--- config.mk ---
export PLATFORM = sky130hd
export DESIGN_NAME = pll_base_clock_selector
export DESIGN_NICKNAME = d
export VERILOG_FILES = /design/src/rtl/pll_pkg.sv /design/src/rtl/pll_base_clock_selector.sv
export VERILOG_INCLUDE_DIRS = /design/src /design/src/rtl
export SDC_FILE = /design/constraint.sdc
export NUM_CORES = 1
export LEC_CHECK = 0
export ABC_AREA = 1
export ABC_CLOCK_PERIOD_IN_PS = 1300
export BUFFER_PORTS_ARGS = -buffer_cell sky130_fd_sc_hd__buf_2
export CAP_MARGIN = 20
export CORE_MARGIN = 10
export CORE_UTILIZATION = 44
export DETAILED_ROUTE_END_ITERATION = 8
export GPL_ROUTABILITY_DRIVEN = 0
export PLACE_DENSITY = 0.87
export SLEW_MARGIN = 20
export SYNTH_ARGS = -nofsm -noshare
export SYNTH_HDL_FRONTEND = slang
export SYNTH_SLANG_ARGS = --single-unit
--- constraint.sdc ---
create_clock -name i_sys_clk -period 1.3 [get_ports i_sys_clk]
set_input_delay 0.195 -clock i_sys_clk [delete_from_list [all_inputs] [get_ports i_sys_clk]]
set_output_delay 0.195 -clock i_sys_clk [all_outputs]
set_load 0.02 [all_outputs]
--- src/rtl/pll_defines.svh ---
// Purpose: named offsets, fields, reset values and counts of the loop control block
// Assumes: byte addresses on a 32-bit register bus
// Notes:   included by the package, the checker and the bench
`ifndef PLL_DEFINES_SVH
`define PLL_DEFINES_SVH

// ****************************************************************
// bus
// ****************************************************************
`define AXI_AW          8
`define AXI_DW          32
`define RESP_OKAY       2'h0
`define RESP_SLVERR     2'h2

// ****************************************************************
// register offsets
// ****************************************************************
`define OFF_LOOP_CTRL   8'h00
`define OFF_BW_CTRL     8'h04
`define OFF_MUL_PROG    8'h08

// ****************************************************************
// loop_control fields
// ****************************************************************
`define LC_IRQ_EN       7
`define LC_FLAG         6
`define LC_ENABLE       5
`define LC_SELECT       4
`define LC_ONES         4'hf

// ****************************************************************
// bandwidth_control fields
// ****************************************************************
`define BW_AUTO         7
`define BW_LOCK         6
`define BW_ACQ          5

// ****************************************************************
// multiplier_programming fields and reset values
// ****************************************************************
`define MP_N_HI         7
`define MP_N_LO         4
`define MP_L_HI         3
`define MP_L_LO         0
`define MP_FIELD_RST    4'h6
`define MP_ZERO         4'h0
`define MP_ONE          4'h1

// ****************************************************************
// source change: edges waited on each clock
// ****************************************************************
`define SW_EDGES        2'h3

`endif

--- src/rtl/pll_pkg.sv ---
// Purpose: types shared by the loop control block and its bench
// Assumes: pll_defines.svh on the include path
// Notes:   bus signal names follow the published AXI4-Lite names
`include "pll_defines.svh"

package pll_pkg;

  typedef struct packed {
    logic [`AXI_AW-1:0]   awaddr;
    logic                 awvalid;
    logic [`AXI_DW-1:0]   wdata;
    logic [3:0]           wstrb;
    logic                 wvalid;
    logic                 bready;
    logic [`AXI_AW-1:0]   araddr;
    logic                 arvalid;
    logic                 rready;
  } axil_req_t;

  typedef struct packed {
    logic                 awready;
    logic                 wready;
    logic [1:0]           bresp;
    logic                 bvalid;
    logic                 arready;
    logic [`AXI_DW-1:0]   rdata;
    logic [1:0]           rresp;
    logic                 rvalid;
  } axil_rsp_t;

  typedef enum logic [1:0] {
    SW_IDLE,
    SW_DRAIN_OLD,
    SW_WAIT_NEW
  } switch_state_t;

  typedef struct packed {
    logic [3:0]           feedback_div;
    logic [3:0]           range_mult;
    logic                 loop_run;
    logic                 filter_track;
    logic                 source_is_vco;
  } loop_ctrl_out_t;

endpackage : pll_pkg

--- src/rtl/pll_base_clock_selector.sv ---
// Purpose: loop control registers, lock flag and glitch-free base clock selector
// Assumes: crystal and vco clocks arrive as levels synchronous to i_sys_clk
// Notes:   base clock toggles on rising edges of the active source
//
// The register offsets and register access over AXI4-Lite were decided locally.
`timescale 1ns/1ns

// Operation
// - programming register: multiplier N in upper nibble, range L in lower nibble
// - N field zero drives the feedback divider like one
// - L field zero stops the loop and forces the crystal source
// - source change waits three old-source edges (sys cycles if leaving vco with the loop stopped) and three new-source edges, output held
// - selected source divided by two forms the base clock
// - base clock has 50 percent duty, half the source rate
// - vco source refused while loop enable is clear
// - one write never changes both loop enable and source select
// - select forced zero, read-only while enable clear or L zero
// - enable forced one and write-protected while select is one
// - irq enable forced zero, read-only while automatic mode off
// - lock flag and lock indicator read zero in manual mode
// - acquisition bit read-only in automatic mode, shows detector's mode
// - programming register ignores writes while loop enable is one
// - flag sets on each lock toggle in automatic mode; interrupt when flag and irq enable
// - a read of loop_control clears the lock flag unless a lock toggle sets it in the same cycle
// - reset sets enable, clears irq enable, flag and select
// - loop runs only while oscillator enable input is high
// - interrupt output comes from lock flag and irq enable
// - automatic bit read/write, one automatic, reset clears
// - lock indicator read-only, one when vco locked, reset clears
// - loop_control low four bits read as ones
module pll_base_clock_selector (
  input  wire logic                    i_sys_clk,
  input  wire logic                    i_rst,
  input  wire pll_pkg::axil_req_t      i_axi,
  output      pll_pkg::axil_rsp_t      o_axi,
  input  wire logic                    i_crystal_clock,
  input  wire logic                    i_vco_clock,
  input  wire logic                    i_oscillator_enable_in,
  input  wire logic                    i_lock_detect,
  input  wire logic                    i_track_detect,
  output      logic                    o_base_clock_out,
  output      logic                    o_clockgen_interrupt,
  output      pll_pkg::loop_ctrl_out_t o_loop
);
  import pll_pkg::*;

  // ****************************************************************
  // state
  // ****************************************************************
  typedef struct packed {
    logic                 aw_got;
    logic [`AXI_AW-1:0]   aw_addr;
    logic                 w_got;
    logic [7:0]           w_data;
    logic                 w_lane0;
    logic                 bvalid;
    logic [1:0]           bresp;
    logic                 rvalid;
    logic [7:0]           rdata;
    logic [1:0]           rresp;
    logic                 irq_en;
    logic                 flag;
    logic                 enable;
    logic                 select;
    logic                 auto_bw;
    logic                 acq_man;
    logic                 lock;
    logic                 track;
    logic [3:0]           n_field;
    logic [3:0]           l_field;
    logic [1:0]           xs;
    logic [1:0]           vs;
    switch_state_t        sw;
    logic [1:0]           cnt;
    logic                 active_vco;
    logic                 base;
    logic                 irq;
  } state_t;

  state_t state_ff;
  state_t nxt_state;

  logic   x_rise;
  logic   v_rise;
  logic   act_rise;
  logic   old_rise;
  logic   new_rise;
  logic   want_vco;
  logic   do_wr;
  logic   do_rd;
  logic   wr_lc;
  logic   wr_bw;
  logic   wr_mp;
  logic   new_en;
  logic   new_sel;
  logic [7:0] lc_view;
  logic [7:0] bw_view;
  logic [7:0] mp_view;

  // ****************************************************************
  // register views
  // ****************************************************************
  always_comb
  begin
    lc_view = {state_ff.irq_en & state_ff.auto_bw,
               state_ff.flag & state_ff.auto_bw,
               state_ff.enable, state_ff.select, `LC_ONES};
    bw_view = {state_ff.auto_bw,
               state_ff.lock & state_ff.auto_bw,
               state_ff.auto_bw ? state_ff.track : state_ff.acq_man,
               5'h00};
    mp_view = {state_ff.n_field, state_ff.l_field};
  end

  // ****************************************************************
  // bus handshakes
  // ****************************************************************
  always_comb
  begin
    o_axi.awready = !state_ff.aw_got && !state_ff.bvalid;
    o_axi.wready  = !state_ff.w_got && !state_ff.bvalid;
    o_axi.bvalid  = state_ff.bvalid;
    o_axi.bresp   = state_ff.bresp;
    o_axi.arready = !state_ff.rvalid;
    o_axi.rvalid  = state_ff.rvalid;
    o_axi.rresp   = state_ff.rresp;
    o_axi.rdata   = {24'h000000, state_ff.rdata};
  end

  // ****************************************************************
  // next state
  // ****************************************************************
  always_comb
  begin
    nxt_state = state_ff;
    // address and data may arrive in either order
    if (i_axi.awvalid && o_axi.awready)
    begin
      nxt_state.aw_got  = 1'b1;
      nxt_state.aw_addr = i_axi.awaddr;
    end
    if (i_axi.wvalid && o_axi.wready)
    begin
      nxt_state.w_got   = 1'b1;
      nxt_state.w_data  = i_axi.wdata[7:0];
      nxt_state.w_lane0 = i_axi.wstrb[0];
    end
    if (state_ff.bvalid && i_axi.bready)
    begin
      nxt_state.bvalid = 1'b0;
    end
    do_wr = state_ff.aw_got && state_ff.w_got && !state_ff.bvalid;
    wr_lc = do_wr && state_ff.w_lane0 && (state_ff.aw_addr == `OFF_LOOP_CTRL);
    wr_bw = do_wr && state_ff.w_lane0 && (state_ff.aw_addr == `OFF_BW_CTRL);
    wr_mp = do_wr && state_ff.w_lane0 && (state_ff.aw_addr == `OFF_MUL_PROG);
    if (do_wr)
    begin
      nxt_state.aw_got = 1'b0;
      nxt_state.w_got  = 1'b0;
      nxt_state.bvalid = 1'b1;
      nxt_state.bresp  = ((state_ff.aw_addr == `OFF_LOOP_CTRL) || (state_ff.aw_addr == `OFF_BW_CTRL) ||
                          (state_ff.aw_addr == `OFF_MUL_PROG)) ? `RESP_OKAY : `RESP_SLVERR;
    end

    // read: data shows the state before this access
    do_rd = i_axi.arvalid && o_axi.arready;
    if (state_ff.rvalid && i_axi.rready)
    begin
      nxt_state.rvalid = 1'b0;
    end
    if (do_rd)
    begin
      nxt_state.rvalid = 1'b1;
      nxt_state.rresp  = `RESP_OKAY;
      case (i_axi.araddr)
        `OFF_LOOP_CTRL: nxt_state.rdata = lc_view;
        `OFF_BW_CTRL:   nxt_state.rdata = bw_view;
        `OFF_MUL_PROG:  nxt_state.rdata = mp_view;
        default:
        begin
          nxt_state.rdata = 8'h00;
          nxt_state.rresp = `RESP_SLVERR;
        end
      endcase
    end

    // loop_control
    new_en  = state_ff.enable;
    new_sel = state_ff.select;
    if (wr_lc)
    begin
      if (state_ff.auto_bw)
      begin
        nxt_state.irq_en = state_ff.w_data[`LC_IRQ_EN];
      end
      if (!state_ff.select)
      begin
        new_en = state_ff.w_data[`LC_ENABLE];
      end
      if (state_ff.enable && (state_ff.l_field != `MP_ZERO) && (new_en == state_ff.enable))
      begin
        new_sel = state_ff.w_data[`LC_SELECT];
      end
    end
    if (!state_ff.auto_bw)
    begin
      nxt_state.irq_en = 1'b0;
    end
    if (!new_en || (state_ff.l_field == `MP_ZERO))
    begin
      new_sel = 1'b0;
    end
    nxt_state.enable = new_en | new_sel;
    nxt_state.select = new_sel;

    // bandwidth_control
    if (wr_bw)
    begin
      nxt_state.auto_bw = state_ff.w_data[`BW_AUTO];
      if (!state_ff.auto_bw)
      begin
        nxt_state.acq_man = state_ff.w_data[`BW_ACQ];
      end
    end

    // multiplier_programming
    if (wr_mp && !state_ff.enable)
    begin
      nxt_state.n_field = state_ff.w_data[`MP_N_HI:`MP_N_LO];
      nxt_state.l_field = state_ff.w_data[`MP_L_HI:`MP_L_LO];
    end

    // lock detector; set wins over a read clear
    nxt_state.track = i_track_detect;
    nxt_state.lock  = state_ff.auto_bw ? i_lock_detect : 1'b0;
    if (do_rd && (i_axi.araddr == `OFF_LOOP_CTRL))
    begin
      nxt_state.flag = 1'b0;
    end
    if (state_ff.auto_bw && (nxt_state.lock != state_ff.lock))
    begin
      nxt_state.flag = 1'b1;
    end
    if (!state_ff.auto_bw)
    begin
      nxt_state.flag = 1'b0;
    end
    nxt_state.irq = nxt_state.flag & nxt_state.irq_en;

    // clock edge sampling
    nxt_state.xs = {state_ff.xs[0], i_crystal_clock};
    nxt_state.vs = {state_ff.vs[0], i_vco_clock};
    x_rise   = state_ff.xs[0] && !state_ff.xs[1];
    v_rise   = state_ff.vs[0] && !state_ff.vs[1];
    want_vco = state_ff.select && o_loop.loop_run;
    act_rise = state_ff.active_vco ? v_rise : x_rise;
    old_rise = act_rise;
    new_rise = state_ff.active_vco ? x_rise : v_rise;

    // transition control
    case (state_ff.sw)
      SW_IDLE:
      begin
        if (want_vco != state_ff.active_vco)
        begin
          nxt_state.sw  = SW_DRAIN_OLD;
          nxt_state.cnt = 2'h0;
        end
        else if (act_rise)
        begin
          nxt_state.base = !state_ff.base;
        end
      end
      SW_DRAIN_OLD:
      begin
        if (old_rise || (state_ff.active_vco && !o_loop.loop_run))
        begin
          nxt_state.cnt = state_ff.cnt + 2'h1;
          if (state_ff.cnt + 2'h1 == `SW_EDGES)
          begin
            nxt_state.sw  = SW_WAIT_NEW;
            nxt_state.cnt = 2'h0;
          end
        end
      end
      SW_WAIT_NEW:
      begin
        if (new_rise)
        begin
          nxt_state.cnt = state_ff.cnt + 2'h1;
          if (state_ff.cnt + 2'h1 == `SW_EDGES)
          begin
            nxt_state.sw         = SW_IDLE;
            nxt_state.active_vco = !state_ff.active_vco;
          end
        end
      end
      default:
      begin
        nxt_state.sw = SW_IDLE;
      end
    endcase
  end

  // ****************************************************************
  // outputs
  // ****************************************************************
  always_comb
  begin
    o_base_clock_out     = state_ff.base;
    o_clockgen_interrupt = state_ff.irq;
    o_loop.feedback_div  = (state_ff.n_field == `MP_ZERO) ? `MP_ONE : state_ff.n_field;
    o_loop.range_mult    = state_ff.l_field;
    o_loop.loop_run      = state_ff.enable && i_oscillator_enable_in &&
                           (state_ff.l_field != `MP_ZERO);
    o_loop.filter_track  = bw_view[`BW_ACQ];
    o_loop.source_is_vco = state_ff.active_vco;
  end

  // ****************************************************************
  // registers
  // ****************************************************************
  always_ff @(posedge i_sys_clk)
  begin
    if (i_rst)
    begin
      state_ff         <= '0;
      state_ff.enable  <= 1'b1;
      state_ff.n_field <= `MP_FIELD_RST;
      state_ff.l_field <= `MP_FIELD_RST;
      state_ff.sw      <= SW_IDLE;
    end
    else
    begin
      state_ff <= nxt_state;
    end
  end

endmodule : pll_base_clock_selector

==> results of run 1 <==
[placed cells by master (no fill, tap or decap), types with 2 or more instances in the layout]
cell type  instances
conb_1            26
nor2_2            13
ha_4               2
buf_6              9
inv_1             41
nor2_4            13
nand2_2           12
o21ai_1            5
buf_2             59
ha_2               2
nand2_1           59
nand2_4            5
a211oi_2           2
nor3_4             2
ha_1               4
buf_4             28
nand3_2            7
a21oi_1           14
dfxtp_1           45
dfxtp_2           10
o211ai_1           2
nor3_2             2
clkinv_2           2
inv_4              2
nor2_1            63
nand3_4            2
dfxtp_4            3
o21ai_2            4
clkbuf_8          10
nand3b_1           2
inv_2              9
nand3_1           23
clkbuf_1           2
o21ai_0           23
[per-layer routing]
layer | part of all wire [%] | track usage [%]
met5 | 0 | 0
met4 | 3.5 | 9.41
met3 | 9.5 | 5.45
met2 | 50 | 26.3
met1 | 37 | 14.5
[state kept, by name (all words and copies together), names as in the netlist]
| register | count |
|---|---|
| o_base_clock_out | 1 |
| lc_view | 2 |
| o_clockgen_interrupt | 1 |
| nxt_state | 2 |
| bw_view | 1 |
| mp_view | 4 |
| o_loop | 5 |
| state_ff | 30 |
| o_axi | 12 |
[logic make-up after synthesis]
kind of cell	synth area share, %
buffers and inverters	19.3
AND/OR/NAND/NOR	29.5
adder cells (fa/ha/maj)	3.27
flip-flops	38.0
AO/OA/AOI/OAI	9.57
other	0.123
XOR/XNOR	0.286
[worst max-delay path, cell delays in order, from the launching register on]
cell and delay, ps:
dfxtp_2 380, nand2_1 80, inv_2 70, nand2_2 70, buf_6 110, inv_2 40, buf_6 100
[final cells by class]
type                            instances  share of cell area, %
Inverter                               52                   5.04
Clock inverter                          3                   1.01
Multi-Input combinational cell        294                   42.7
Tap cell                               80                   2.52
Sequential cell                        58                   29.8
Clock buffer                           12                   3.65
Timing Repair Buffer                   96                   15.3
[repair_timing]
action | 4_1_cts | 5_1_grt
buffers inserted | 2 | 3
endpoints found under the hold margin | 0 | 0
setup endpoints to repair | 18 | 39
pin swaps | 10 | 20
resized for setup | 52 | 66
[power breakdown]
| part | leakage, nW | internal, mW | switching [mW] |
|---|---|---|---|
| clock network | 0.0962 | 0.921 | 0.697 |
| logic | 1.39 | 0.896 | 1.33 |
| registers | 0.477 | 1.95 | 0.142 |
[metrics by stage]
| stage | utilization [%] | setup TNS (ps) | hold WS [ps] |
|---|---|---|---|
| floorplan | - | 0 | 302 |
| finish | 58.8 | -457 | 56.6 |
| global placement | 50.2 | -35.0 | 395 |
| CTS | 55.3 | -212 | 51.2 |
| detailed placement | 50.2 | -747 | 405 |
| global route | 58.8 | -1620 | 68.8 |
[worst max-delay path by stage]
stage | slack, ps | to | start
2_1_floorplan | 40 | state_ff[5] | state_ff[5]
3_3_place_gp | -20 | state_ff[6] | state_ff[5]
3_5_place_dp | -160 | state_ff[6] | state_ff[6]
4_1_cts | -110 | o_loop[2] | o_loop[5]
5_1_grt | -150 | o_loop[2] | lc_view[5]
6_report | -90 | o_loop[2] | lc_view[5]
==> run_results.csv, run 1 <==
group,metric,value,unit
status,outcome,"finished, violations left",
status,violations,"setup timing",
worst_setup_path,startpoint_type,"flip-flop",
cts,cts_buffer_depth,2,
place,hpwl,5.92,mm
route,post_drt_wl_per_cell,14.6,um
synth,netlist-cell-type-count,31,
sta,setup_viol_count_final,8,
power,finalPower,5.93,mW
final_layout,drive_gt1_share,39.0,%
die,fp.dieH,103,um
sta,fin_skew,7.54,ps
synth,synth-seq-cells,58,
worst_setup_path,r2r-end,"state_ff[4]",
power,p_leak,1.97,nW
cts,root_buffer,"clkbuf_8",
final_layout,multi_input_area,1700,um2
cts,cts_htree_levels,3,
cts,clock_sinks,58,
worst_setup_path,worstPathMaxFanout,3,
synth,yosys_most_used_dff,"dfxtp_1",
place,pre_cts_ws,-160,ps
route,dr.pass1.iters,5,
synth,synth_top_cell_area_share,38.0,%
worst_hold_path,min_to,"nxt_state[8]",
global_routing,grt_max_degree,23,
die,rows,30,
cts,cts_buffers,9,
place,place_inst,576,
route,vias,2940,
die,fp.coreArea,6760,um2
place,postPlaceCellArea,3390,um2
final_layout,ff_latch_area,1180,um2
sta,finalCritPeriodShare,107,%
worst_setup_path,cp-end-kind,"output pin",
synth,synth.area.top_cells,"dfxtp_1 (38%), buf_4 (11%), nor2_1 (10%)",
cts,hold_buffers,0,
sta,rsz0062_at_grt,"true",
die,pin_count,118,
synth,yosysMostFrequentCell,"nor2_1",
route,drt-total-wl,8.71,mm
global_routing,grt.total_usage,14.9,%
synth,yosys_warnings,0,
final_layout,n_fill_cell,556,
die,dieWidth,103,um
place,portBuffers,64,
sta,finalCriticalPeriod,1390,ps
synth,async_flop_share,0,%
route,vias_per_cell,4.94,
synth,syn_area_per_cell,7.03,um2
sta,max_freq,0.719,GHz
sta,slew_viol_final,0,
worst_hold_path,min_from,"i_vco_clock",
route,drc,0,
worst_hold_path,hp-class,"in -> reg",
cts,clk_pin_slew,60,ps
global_routing,grt_pass1_wl,12.7,mm
worst_setup_path,arrival,1200,ps
final_layout,area_growth,29.9,%
synth,synth_edf_count,0,
synth,netlist_area,3060,um2
sta,worst_slack,-90.5,ps
synth,synth_top_cell_by_area,"dfxtp_1",
final_layout,final_cells,595,
final_layout,layout.nets,583,
route,drt_iter0_drc,216,
cts,cts_tree,"built",
synth,ys_seq_area_share,38.0,%
worst_setup_path,r2r_cells,9,
final_layout,diodes,0,
global_routing,globalRoute.totalOverflow,0,
worst_setup_path,critical_path_class,"reg -> out",
worst_setup_path,required,1110,ps
worst_setup_path,reg2reg_slack,-80,ps
synth,synthCells,435,
final_layout,fin_area,3970,um2
worst_hold_path,whs_path_depth,3,
synth,yosys-top-cells-count,"nor2_1 (84), nand2_1 (72), dfxtp_1 (58), inv_1 (50), buf_4 (44)",
sta,hold_viol,0,
power,power.density,1490,nW/um2
global_routing,grt_pass1_vias,2918,
die,fp.dieArea,10700,um2
worst_setup_path,reg2reg_from,"state_ff[6]",
die,start_util,45.3,%
global_routing,grt_antenna_before_repair,0,
power,irDropWorstVdd,0.698,mV
run,max-cap-violations,0,
route,ant_nets,0,
cts,clk_latency,350,ps
Note: power is estimated with default switching activity, not from simulation.
==> inputs of run 2 (changes only) <==
--- a/config.mk
+++ b/config.mk
@@ -6,7 +6,6 @@
 export SDC_FILE = /design/constraint.sdc
 export NUM_CORES = 1
 export LEC_CHECK = 0
-export ABC_AREA = 1
 export ABC_CLOCK_PERIOD_IN_PS = 1300
 export BUFFER_PORTS_ARGS = -buffer_cell sky130_fd_sc_hd__buf_2
 export CAP_MARGIN = 20
@@ -14,7 +13,8 @@
 export CORE_UTILIZATION = 44
 export DETAILED_ROUTE_END_ITERATION = 8
 export GPL_ROUTABILITY_DRIVEN = 0
-export PLACE_DENSITY = 0.87
+export GPL_TIMING_DRIVEN = 0
+export PLACE_DENSITY = 0.88
 export SLEW_MARGIN = 20
 export SYNTH_ARGS = -nofsm -noshare
 export SYNTH_HDL_FRONTEND = slang
==> run 2 against run 1 <==
Net effect:
- the run still ends with setup timing left
- synthesized area is 4.7% lower
- global-route usage is 1.1 points higher
- synthesized cell count down 21%
- sequential share of layout area shrank 0.37 points
- die area fell by 3.8%
- design area rose by 0.72%
- sequential power fell by 8%
- flip-flop and latch count unchanged
- critical endpoint is now mp_view[5]
- largest cell class unchanged
- largest power group is now registers
==> run_results.csv, run 2 <==
group,metric,value,unit
sta,relSlewSlack,60.1,%
global_routing,grt.total_usage,16.0,%
final_layout,largest_register,"state_ff",
cts,cts_htree_levels,3,
cts,clk_pin_slew,70,ps
synth,ys_seq_area_share,39.9,%
synth,synth_top_cell_area_share,39.9,%
worst_setup_path,arrival,2040,ps
synth,netlist_area,2910,um2
power,p_leak,1.79,nW
route,drt_iter0_drc,159,
worst_setup_path,path_buf_inv,1,
die,rows,29,
final_layout,diodes,0,
synth,yosys_warnings,0,
worst_setup_path,crit_slowest_cell,"nor4b_4",
worst_setup_path,crit_chain,"nor4_4 -> nand4_4 -> nor4b_4 -> buf_6 -> nor2b_1 -> a211o_1",
cts,hold_buffers,0,
die,fp.dieArea,10300,um2
final_layout,layout.nets,533,
die,dieWidth,101,um
power,irDropWorstVdd,0.869,mV
power,switchingPower,1.16,mW
sta,finalCritPeriodShare,139,%
sta,setup_viol_count_final,22,
cts,root_buffer,"clkbuf_8",
worst_setup_path,path_depth,6,
sta,slew_viol_final,0,
worst_setup_path,startpoint_type,"flip-flop",
die,fp.coreArea,6390,um2
synth,netlist-cell-type-count,49,
cts,cts_buffers,9,
route,post_drt_wl_per_cell,15.6,um
final_layout,fin_area,4000,um2
sta,worst_slack,-510,ps
cts,cts_tree,"built",
worst_setup_path,critPathCapture,"mp_view[5]",
worst_setup_path,crit_family,"simple AND/OR/NAND/NOR gates",
sta,worst_slew_pin_slew,598,ps
sta,fin_skew,7.46,ps
final_layout,largest_reg_flops,30,
final_layout,area_growth,37.4,%
worst_setup_path,reg2reg_slack,-510,ps
final_layout,ff_latch_area,1180,um2
worst_setup_path,reg2reg_from,"state_ff[55]",
sta,max_freq,0.553,GHz
route,wl_met3,557,um
cts,cts_buffer_depth,2,
power,internal_power,3.16,mW
place,portBuffers,63,
sta,hold_viol,0,
route,topRoutingLayerUsed,"met4",
final_layout,multi_input_area,1570,um2
power,p_sw_share,26.9,%
worst_setup_path,r2r_cells,6,
final_layout,drive_gt1_share,40.9,%
final_layout,n_fill_cell,503,
global_routing,grt_max_degree,11,
place,place_inst,507,
synth,syn_area_per_cell,8.52,um2
synth,synth_edf_count,0,
global_routing,grt_antenna_before_repair,0,
route,wl_met1,3.34,mm
worst_setup_path,max_stage_delay,390,ps
synth,yosys-top-cells-count,"dfxtp_1 (58), nand2_1 (50), buf_4 (44), a21oi_1 (29), nor2_1 (28)",
route,met2_length,4.33,mm
synth,synthCells,342,
synth,yosysMostFrequentCell,"dfxtp_1",
global_routing,grt_pass1_vias,2888,
place,postPlaceCellArea,3450,um2
route,dr.pass1.iters,5,
cts,clock_sinks,58,
place,hpwl,5.81,mm
final_layout,post-route-util,62.7,%
worst_setup_path,r2r-end,"mp_view[5]",
die,pin_count,118,
power,pwr-share-seq,44.3,%
sta,finalCriticalPeriod,1810,ps
worst_setup_path,required,1530,ps
global_routing,grt_pass1_wl,13.3,mm
worst_setup_path,worstPathMaxFanout,5,
synth,async_flop_share,0,%
power,combinationalPowerShare,15.5,%
cts,clk_latency,350,ps
worst_setup_path,cp-end-kind,"flip-flop",
run,max-cap-violations,0,
synth,synth-seq-cells,58,
route,vias_per_cell,5.07,
final_layout,final_cell_mix,"buf_4 (63), buf_2 (60), nand2_1 (50)",
route,drc,0,
sta,rsz0062_at_grt,"true",
final_layout,final_common_cell,"buf_4",
route,vias,2746,
global_routing,globalRoute.totalOverflow,0,
route,ant_nets,0,
die,start_util,45.6,%
die,fp.dieH,101,um
synth,yosys_most_used_dff,"dfxtp_1",
sta,tns,-9410,ps
route,drt-total-wl,8.47,mm
worst_setup_path,critical_path_class,"reg -> reg",
power,p_clk_share,40.2,%
status,outcome,"finished, violations left",
final_layout,final_cells,542,
synth,synth_top_cell_by_area,"dfxtp_1",
power,finalPower,4.32,mW
status,violations,"setup timing",
power,power.density,1080,nW/um2
worst_hold_path,hp-class,"in -> reg",
synth,synth.area.top_cells,"dfxtp_1 (40%), buf_4 (11%), nand2_1 (6.4%)",
worst_setup_path,critPathLaunch,"state_ff[55]",
run 2: cell count changes in the layout (fill, tap and decap cells not counted), sizes merged, moves of 13 or more:
cell / change
mux2i: +14
nand2: -26
nor2b: +13
nor2: -62
nand3: -28
o21ai: -27
a21oi: +15
buf: +36
inv: -42
run 2: repair_timing:
item / 4_1_cts / 5_1_grt
cloned: 1 / 0
setup endpoints to repair: 26 / 43
setup buffers: 17 / 5
gates resized for setup: 34 / 15
pin swaps: 9 / 14
run 2: logic make-up after synthesis:
| kind of cell | share of synthesized area (%) |
|---|---|
| AO/OA/AOI/OAI | 12.5 |
| XOR/XNOR | 0.601 |
| adder cells (fa/ha/maj) | 3.44 |
| buffers and inverters | 14.8 |
| flip-flops | 39.9 |
| multiplexers | 5.58 |
| other | 0.129 |
| AND/OR/NAND/NOR | 23.0 |
run 2: how the worst min path moves through the flow:
stage	start	endpoint	cells after the start
after floorplan	i_axi[0]	o_axi[0]	1
after global routing	i_axi[0]	o_axi[0]	2
final	i_axi[0]	o_axi[0]	2
after detailed placement	i_axi[0]	o_axi[0]	2
after global placement	i_axi[0]	o_axi[0]	2
after CTS	i_axi[0]	o_axi[0]	2
run 2: routing by layer:
metal | vias up | GRT usage (%)
li1 | 1315 | -
met1 | 1316 | 16.8
met2 | 92 | 27.8
met3 | 23 | 5.65
met4 | 0 | 8.15
met5 | - | 0
run 2: through the flow:
step                      hold slack (ps)  setup WS [ps]
after floorplan                       287           -371
after global placement                371           -472
after detailed placement              376           -518
after CTS                            13.3           -488
after global routing                 27.0           -578
final                                22.7           -510
run 2: layout make-up:
type                       count  area share [%]
multi-input combinational    240            39.3
sequential                    58            29.5
buffer                        56            9.76
tap                           77            2.41
inverter                      10           0.938
clock buffer                  13            4.22
clock inverter                 2           0.876
timing repair buffer          86            13.0
run 2: power by group through the flow:
stage | clock network [mW] | registers, mW | logic [mW]
6_report | 1.74 | 1.92 | 0.668
5_1_grt | 1.83 | 1.92 | 0.727
4_1_cts | 1.74 | 1.90 | 0.636
3_5_place_dp | 0 | 1.94 | 0.600
3_3_place_gp | 0 | 1.94 | 0.579
2_1_floorplan | 0 | 1.93 | 0.445
